### src/design/fault_regs_pkg.sv
// package: offsets, field positions, reset values and timing for the fault registers
package fault_regs_pkg;
   localparam logic [7:0] flags_addr = 8'h16;
   localparam logic [7:0] latch_cfg_addr = 8'h01;
   localparam int rfc_enable_bit = 7;
   localparam int phase_enable_bit = 6;
   localparam int thermal_warning_bit = 7;
   localparam int output_good_bit = 6;
   localparam logic [7:0] latch_cfg_reset = 8'h7f;
   localparam logic [7:0] flags_reset = 8'hbf;
   localparam int clk_mhz = 100;
   localparam int retry_ms = 130;
   localparam int retry_cycles = retry_ms * 1000 * clk_mhz;

   // turn-off style encodings
   localparam logic [1:0] off_sequenced = 2'h0;
   localparam logic [1:0] off_critical = 2'h1;
   localparam logic [1:0] off_emergency = 2'h2;

   // fault index: 5 ramp follow, 4 thermal, 3 current, 2 low, 1 excess, 0 phase
   typedef struct packed {
      logic ramp_follow;
      logic thermal;
      logic excess_current;
      logic low_output;
      logic excess_output;
      logic phase_leg;
   } fault_vec_t;

   typedef struct packed {
      logic [1:0] thermal;
      logic [1:0] low_output;
      logic [1:0] excess_output;
   } off_style_t;

   typedef struct packed {
      logic high_side_en;
      logic low_side_force;
      logic ramp_down;
      logic output_on;
   } drive_t;

   typedef enum logic [3:0] {
      st_off = 4'b0001,
      st_run = 4'b0010,
      st_fault_wait = 4'b0100,
      st_latched = 4'b1000
   } pwr_state_t;
endpackage : fault_regs_pkg

### src/design/fault_config_status_regs.sv
// fault configuration, status flags and turn-off control of the converter
//
// Operation
// the ramp-follow check counts only while bit 7 of the latch config is one.
// the phase voltage check counts only while bit 6 of the latch config is one.
// config bits 5..0 pick latching or not for ramp, thermal, current, low, excess, phase.
// thermal, low-output and excess-output events each have their own turn-off style.
// sequenced turn-off ramps the output down at the programmed falling rate.
// critical turn-off releases both high and low side drives at once.
// emergency turn-off drops the high side and turns the low side on together.
// every protection state is kept in the flags register at address 0x16.
// flags bits 7..0 are thermal warn, good warn, ramp, thermal, current, low, excess, phase.
// writing one to a fault bit clears that latched fault.
// the two warning bits are read-only.
// the power manager reads the flags register to monitor the group.
// a detected fault turns the device off and reads as zero in its flag.
// a non-latching fault retries start-up every 130 ms until it is gone.
// a latching fault stays off; restart after 130 ms needs clear, turn-on recycle or input recycle; here every restart needs the flag cleared.
`timescale 1ns/1ps
module fault_config_status_regs
   import fault_regs_pkg::*;
#(
   parameter int retry_count = retry_cycles
) (
   input wire logic sys_clk,
   input wire logic nrst,
   input wire logic reg_wr,
   input wire logic reg_rd,
   input wire logic [7:0] reg_addr,
   input wire logic [7:0] reg_wdata,
   output logic [7:0] reg_rdata,
   input wire fault_regs_pkg::off_style_t off_style,
   input wire fault_regs_pkg::fault_vec_t fault_cond,
   input wire logic thermal_warn_cond,
   input wire logic output_good_cond,
   input wire logic turn_on,
   input wire logic input_recycle,
   output fault_regs_pkg::drive_t drive
);
   import fault_regs_pkg::*;

   logic [7:0] cfg_r, cfg_nxt;
   logic [5:0] flt_r, flt_nxt;
   logic [1:0] warn_r, warn_nxt;
   logic [7:0] rdata_r, rdata_nxt;
   pwr_state_t st_r, st_nxt;
   logic [31:0] cnt_r, cnt_nxt;
   drive_t drv_r, drv_nxt;
   logic turn_on_d_r;
   logic [5:0] active;
   logic [5:0] clear_req;
   logic [5:0] latching;
   logic latched_any;
   // decode and restart helpers
   logic wr_flags, wr_cfg;
   logic retry_done;
   logic restart_ok;

   // which style applies: thermal first, then excess output, then low output
   function automatic logic [1:0] style_of(input logic [5:0] f, input off_style_t s);
      if (f[4]) style_of = s.thermal;
      else if (f[1]) style_of = s.excess_output;
      else if (f[2]) style_of = s.low_output;
      // faults without a style of their own stop hard
      else if (f[5] || f[3] || f[0]) style_of = off_critical;
      else style_of = off_sequenced;
   endfunction : style_of

   // switch drive pattern for each turn-off style
   function automatic drive_t off_drive(input logic [1:0] style);
      off_drive = '0;
      case (style)
         off_critical: begin
            off_drive.high_side_en = 1'b0;
            off_drive.low_side_force = 1'b0;
         end
         off_emergency: begin
            off_drive.high_side_en = 1'b0;
            off_drive.low_side_force = 1'b1;
         end
         default: begin
            // high side stays under the ramp controller while it winds down
            off_drive.high_side_en = 1'b1;
            off_drive.ramp_down = 1'b1;
         end
      endcase
      off_drive.output_on = 1'b0;
   endfunction : off_drive

   // drive pattern of a running output
   function automatic drive_t run_drive();
      run_drive = '0;
      run_drive.high_side_en = 1'b1;
      run_drive.output_on = 1'b1;
   endfunction : run_drive

   // register decode used by the write strobes
   function automatic logic addr_hit(input logic [7:0] a, input logic [7:0] target);
      addr_hit = (a == target);
   endfunction : addr_hit

   // gated fault view, latching mask, register decode
   always_comb begin
      // disabled checks never reach the flags or the state machine
      active = fault_cond;
      active[5] = fault_cond.ramp_follow & cfg_r[rfc_enable_bit];
      active[0] = fault_cond.phase_leg & cfg_r[phase_enable_bit];
      latching = cfg_r[5:0];
      wr_flags = reg_wr && addr_hit(reg_addr, flags_addr);
      wr_cfg = reg_wr && addr_hit(reg_addr, latch_cfg_addr);
      // a write of one to a flag bit asks to clear it
      clear_req = wr_flags ? reg_wdata[5:0] : 6'h00;
      latched_any = |(~flt_r & latching);
      // retry window over, nothing latched and nothing present
      retry_done = (cnt_r >= 32'(retry_count - 1));
      restart_ok = retry_done && !latched_any && !(|active);
   end

   // register file and flags
   always_comb begin
      cfg_nxt = cfg_r;
      if (wr_cfg) cfg_nxt = reg_wdata;
      // active-low flags; a fault set wins over a clear
      for (int i = 0; i < 6; i++) begin
         flt_nxt[i] = flt_r[i];
         if (clear_req[i] || !latching[i]) flt_nxt[i] = 1'b1;
         if (active[i]) flt_nxt[i] = 1'b0;
      end
      // warnings follow their conditions, inverted; writes never reach them
      warn_nxt = {~thermal_warn_cond, ~output_good_cond};
      // read data is registered and stands until the next read
      rdata_nxt = rdata_r;
      if (reg_rd) begin
         case (reg_addr)
            flags_addr: rdata_nxt = {warn_r, flt_r};
            latch_cfg_addr: rdata_nxt = cfg_r;
            // unmapped addresses read as zero
            default: rdata_nxt = 8'h00;
         endcase
      end
   end

   // power state and turn-off drive
   always_comb begin
      st_nxt = st_r;
      cnt_nxt = cnt_r;
      drv_nxt = drv_r;
      case (st_r)
         st_off: begin
            drv_nxt = '0;
            // a latched flag or a present fault keeps the output down
            if (turn_on && !latched_any && !(|active)) begin
               st_nxt = st_run;
               drv_nxt = run_drive();
            end
         end
         st_run: begin
            // the first fault seen picks the style
            if (|active) begin
               cnt_nxt = 32'h0;
               st_nxt = (|(active & latching)) ? st_latched : st_fault_wait;
               drv_nxt = off_drive(style_of(active, off_style));
            end else if (!turn_on) begin
               // plain turn-off command ramps down
               st_nxt = st_off;
               drv_nxt = off_drive(off_sequenced);
            end
         end
         st_fault_wait: begin
            // hiccup: wait the full retry time, then try again if clear
            if (!retry_done) cnt_nxt = cnt_r + 32'h1;
            else if (!(|active)) st_nxt = st_off;
            else cnt_nxt = 32'h0;
         end
         st_latched: begin
            if (!retry_done) cnt_nxt = cnt_r + 32'h1;
            // recycle of input or turn-on releases at once
            // after the retry time a cleared flag also releases
            if (input_recycle || (turn_on && !turn_on_d_r) || restart_ok)
               st_nxt = st_off;
         end
         default: st_nxt = st_off;
      endcase
   end

   // register group: config, flags, read data
   always_ff @(posedge sys_clk or negedge nrst) begin
      if (!nrst) begin
         cfg_r <= latch_cfg_reset;
         flt_r <= flags_reset[5:0];
         warn_r <= flags_reset[7:6];
         rdata_r <= 8'h00;
      end else begin
         cfg_r <= cfg_nxt;
         flt_r <= flt_nxt;
         warn_r <= warn_nxt;
         rdata_r <= rdata_nxt;
      end
   end

   // power group: state, retry counter, switch drives
   always_ff @(posedge sys_clk or negedge nrst) begin
      if (!nrst) begin
         st_r <= st_off;
         cnt_r <= 32'h0;
         drv_r <= '0;
         turn_on_d_r <= 1'b0;
      end else begin
         st_r <= st_nxt;
         cnt_r <= cnt_nxt;
         drv_r <= drv_nxt;
         // previous turn-on level for the recycle edge
         turn_on_d_r <= turn_on;
      end
   end

   // outputs straight from flip-flops
   assign reg_rdata = rdata_r;
   assign drive = drv_r;
endmodule : fault_config_status_regs

### config.mk
export PLATFORM = sky130hd
export DESIGN_NAME = fault_config_status_regs
export DESIGN_NICKNAME = d
export VERILOG_FILES = /design/src/design/fault_regs_pkg.sv /design/src/design/fault_config_status_regs.sv
export SDC_FILE = /design/constraint.sdc
export NUM_CORES = 1
export LEC_CHECK = 0
export BUFFER_PORTS_ARGS = -buffer_cell sky130_fd_sc_hd__buf_2
export CORE_AREA = 10 10 117 119
export CTS_BUF_LIST = sky130_fd_sc_hd__clkbuf_8
export DETAILED_ROUTE_END_ITERATION = 12
export DIE_AREA = 0 0 127 129
export PLACE_DENSITY = 0.46
export SLEW_MARGIN = 25
export SYNTH_ARGS = -nofsm -noshare
export SYNTH_HDL_FRONTEND = slang
export SYNTH_SLANG_ARGS = --single-unit
### constraint.sdc
create_clock -name sys_clk -period 5.6 [get_ports sys_clk]
set_input_delay 1.12 -clock sys_clk [delete_from_list [all_inputs] [get_ports sys_clk]]
set_output_delay 1.12 -clock sys_clk [all_outputs]
set_load 0.01 [all_outputs]
==> impl_metrics.tcl <==
set metrics [dict create \
    status "complete, no violations" \
    wl_met2_um 4040 \
    crit_arrival_ns 3.42 \
    fillers 1182 \
    finalHoldViolCount 0 \
    fmax_ghz 0.315 \
    synthMuxAreaShare_pct 3.91 \
    synth_top_area_share_pct 37.6 \
    gp_congestion 0.813 \
    ys_top_cells_by_area "dfrtp_1 (38%), dfstp_2 (12%), a21oi_1 (6.2%), nand2_1 (4.5%), nor2_1 (4.1%)" \
    path_class "input pin to register" \
    rows 39 \
    netlist_area_um2 3330 \
    drive_gt1_share_pct 22.9 \
    cts.root.buffer_cell "clkbuf_8" \
    cp.required_ns 5.85 \
    clock-sinks 65 \
    dp.cells 533 \
    path_clk_slew_ns 0.07 \
    clockBufferDepth 2 \
    synth_top_family_by_area "simple AND/OR/NAND/NOR gates" \
    final_util_pct 34.6 \
    synth_cells 356 \
    initial_core_util_pct 29.4 \
    slew_headroom_pct 35.5 \
    regArea_um2 1650 \
    yosys.area_share.adder_pct 0.752 \
    rsz0062_at_grt "false" \
    top_layer "met4" \
    clkLatencyLatePin_ns 0.35 \
    worst_pin_slew_ns 0.962 \
    setup_tns_ns 0 \
    synth.distinct_cells 50 \
    cap_violations 0 \
    drt_wl_total_um 8570 \
    drt-met1-wl_um 4050 \
    startpoint_type "input pin" \
    synth-compound-area-share_pct 18.8 \
    htree_num_levels 3 \
    coreArea_um2 11300 \
    grt_max_degree 47 \
    multiInputGateArea_um2 1600 \
    min_period_over_period_pct 56.7 \
    synth_ff_type "dfrtp_1" \
    period_needed_ns 3.17 \
    vias_per_cell 5.16 \
    cts_tree "yes" \
    async_flop_share_pct 100 \
    antenna_found_initial 0 \
    yosysWarnings 0 \
    cpPeakStageDelay_ns 0.66 \
    cts_hold_buf 0 \
    area_growth_pct 17.8 \
    synth_edf_count 0 \
    drt_pass1_iterations 4 \
    ir_drop_v 0.000105 \
    finalPower_mw 1.13 \
    r2r_cells 7 \
    fp.dieW_um 127 \
    finalSetupViolations 0 \
    ant_nets 0 \
    finalClockSkew_ns 0.00951 \
    io_pins 48 \
    drcViolationCount 0 \
    powerDensity_nw_per_um2 289 \
    wl_met3_um 368 \
    syn_area_per_cell_um2 9.35 \
    dpl_cell_area_um2 3690 \
    seq_area_frac_synth_pct 49.5 \
    power_leakage_nw 1.70 \
    fin_area_um2 3920 \
    crit_path_cell_trace "buf_2 > a211o_1 > nor4_1 > or4_1 > o21a_1 > a22oi_1 > o41ai_2" \
    critPathMaxFanout 19 \
    synth-simple-area-share_pct 24.0 \
    worst-path-buf-inv 1 \
    cts_resized 0 \
    num_antenna_cells 0 \
    slowest_stage "o21a_1" \
    port_buffers 47 \
    synthXorXnorAreaFrac_pct 0.790 \
    fp.dieH_um 129 \
    final_nets 440 \
    synth.cells.most_frequent "dfrtp_1 (50), a21oi_1 (41), nand2_1 (40)" \
    first_iter_violations 190 \
    gr-usage-all-layers_pct 10.8 \
    critical-path-top-delay-family "compound AO/OA/AOI/OAI gates" \
    vias 2840 \
    cts_made_buffers 9 \
    synth-seq-cells 65 \
    die-area_um2 16400 \
    critPathCaptureType "register" \
    holdPathStages 1 \
    grt_pass1_wl_um 14600 \
    cp.depth 7 \
    worstHoldPathType "register to register" \
    first_global_vias 2903 \
    synthesis.nets 394 \
    cts_setup_buffers 0 \
    synth_area_leader_cell "dfrtp_1" \
    wl_per_cell_um 15.6 \
    slew_viol_final 0 \
    place_hpwl_um 6170 \
    grt_overflow 0 \
    synth.most_common_cell "dfrtp_1" \
    fin_cells 550 \
]
cell usage in the layout, fill, tap and decap left out, types with 4 or more instances in the layout:
master,count
a21oi_1,41
a22oi_1,12
a31oi_1,5
and3_1,7
buf_2,47
clkbuf_8,9
dfrtp_1,50
dfstp_2,15
mux2_2,8
mux2i_1,4
nand2_1,40
nand3_1,13
nand4_1,8
nor2_1,36
nor2b_1,16
nor3_1,5
nor4_1,7
o21ai_0,19
o21ai_1,9
or4_1,4
cells by family after synthesis:
family                   after synthesis
adder cells (fa/ha/maj)                2
multiplexers                          12
AO/OA/AOI/OAI                        102
flip-flops                            65
XOR/XNOR                               3
buffers and inverters                 18
AND/OR/NAND/NOR                      154
final timing paths:
path | startpoint | endpoint | slack, ns
setup / recovery | fault_cond[2] | cnt_r[14] | 2.43
hold / removal | cnt_r[2] | cnt_r[2] | 0.49
setup reg to reg | cnt_r[0] | cnt_r[11] | 2.78
hold reg to reg | cnt_r[2] | cnt_r[2] | 0.49
max in group asynchronous | nrst | flt_r[4] | 3.90
min in group asynchronous | nrst | cnt_r[10] | 0.74
final cells by class:
type                    count  share of cell area, %
clock buffers               9                   3.16
clock inverters             7                   2.43
inverters                   4                  0.383
multi-input cells         273                   40.9
flip-flops and latches     65                   42.0
well taps                 143                   4.56
repair buffers             49                   6.58
power breakdown:
part           internal, mW  switching (mW)
Sequential            0.521          0.0555
Clock                 0.250           0.193
Combinational        0.0556          0.0584
Total                 0.827           0.307
routing by layer:
| layer | up-vias | track usage (%) |
|---|---|---|
| li1 | 1399 | - |
| met1 | 1371 | 13.7 |
| met2 | 61 | 17.3 |
| met3 | 9 | 2.51 |
| met4 | 0 | 4.82 |
| met5 | - | 0 |
metrics by stage:
step | hold slack [ns] | setup WS [ns]
floorplan | 0.443 | 2.81
global placement | 0.464 | 2.17
detailed placement | 0.472 | 2.06
CTS | 0.482 | 2.43
global route | 0.508 | 2.19
finish | 0.487 | 2.43
sequential cells by signal, indices dropped and copies added, names as in the netlist:
register,cells
flt_r,6
reg_rdata,8
cfg_r,8
drive,4
st_r,4
turn_on_d_r,1
cnt_r,32
warn_r,2
(Power assumes the default switching activity.)
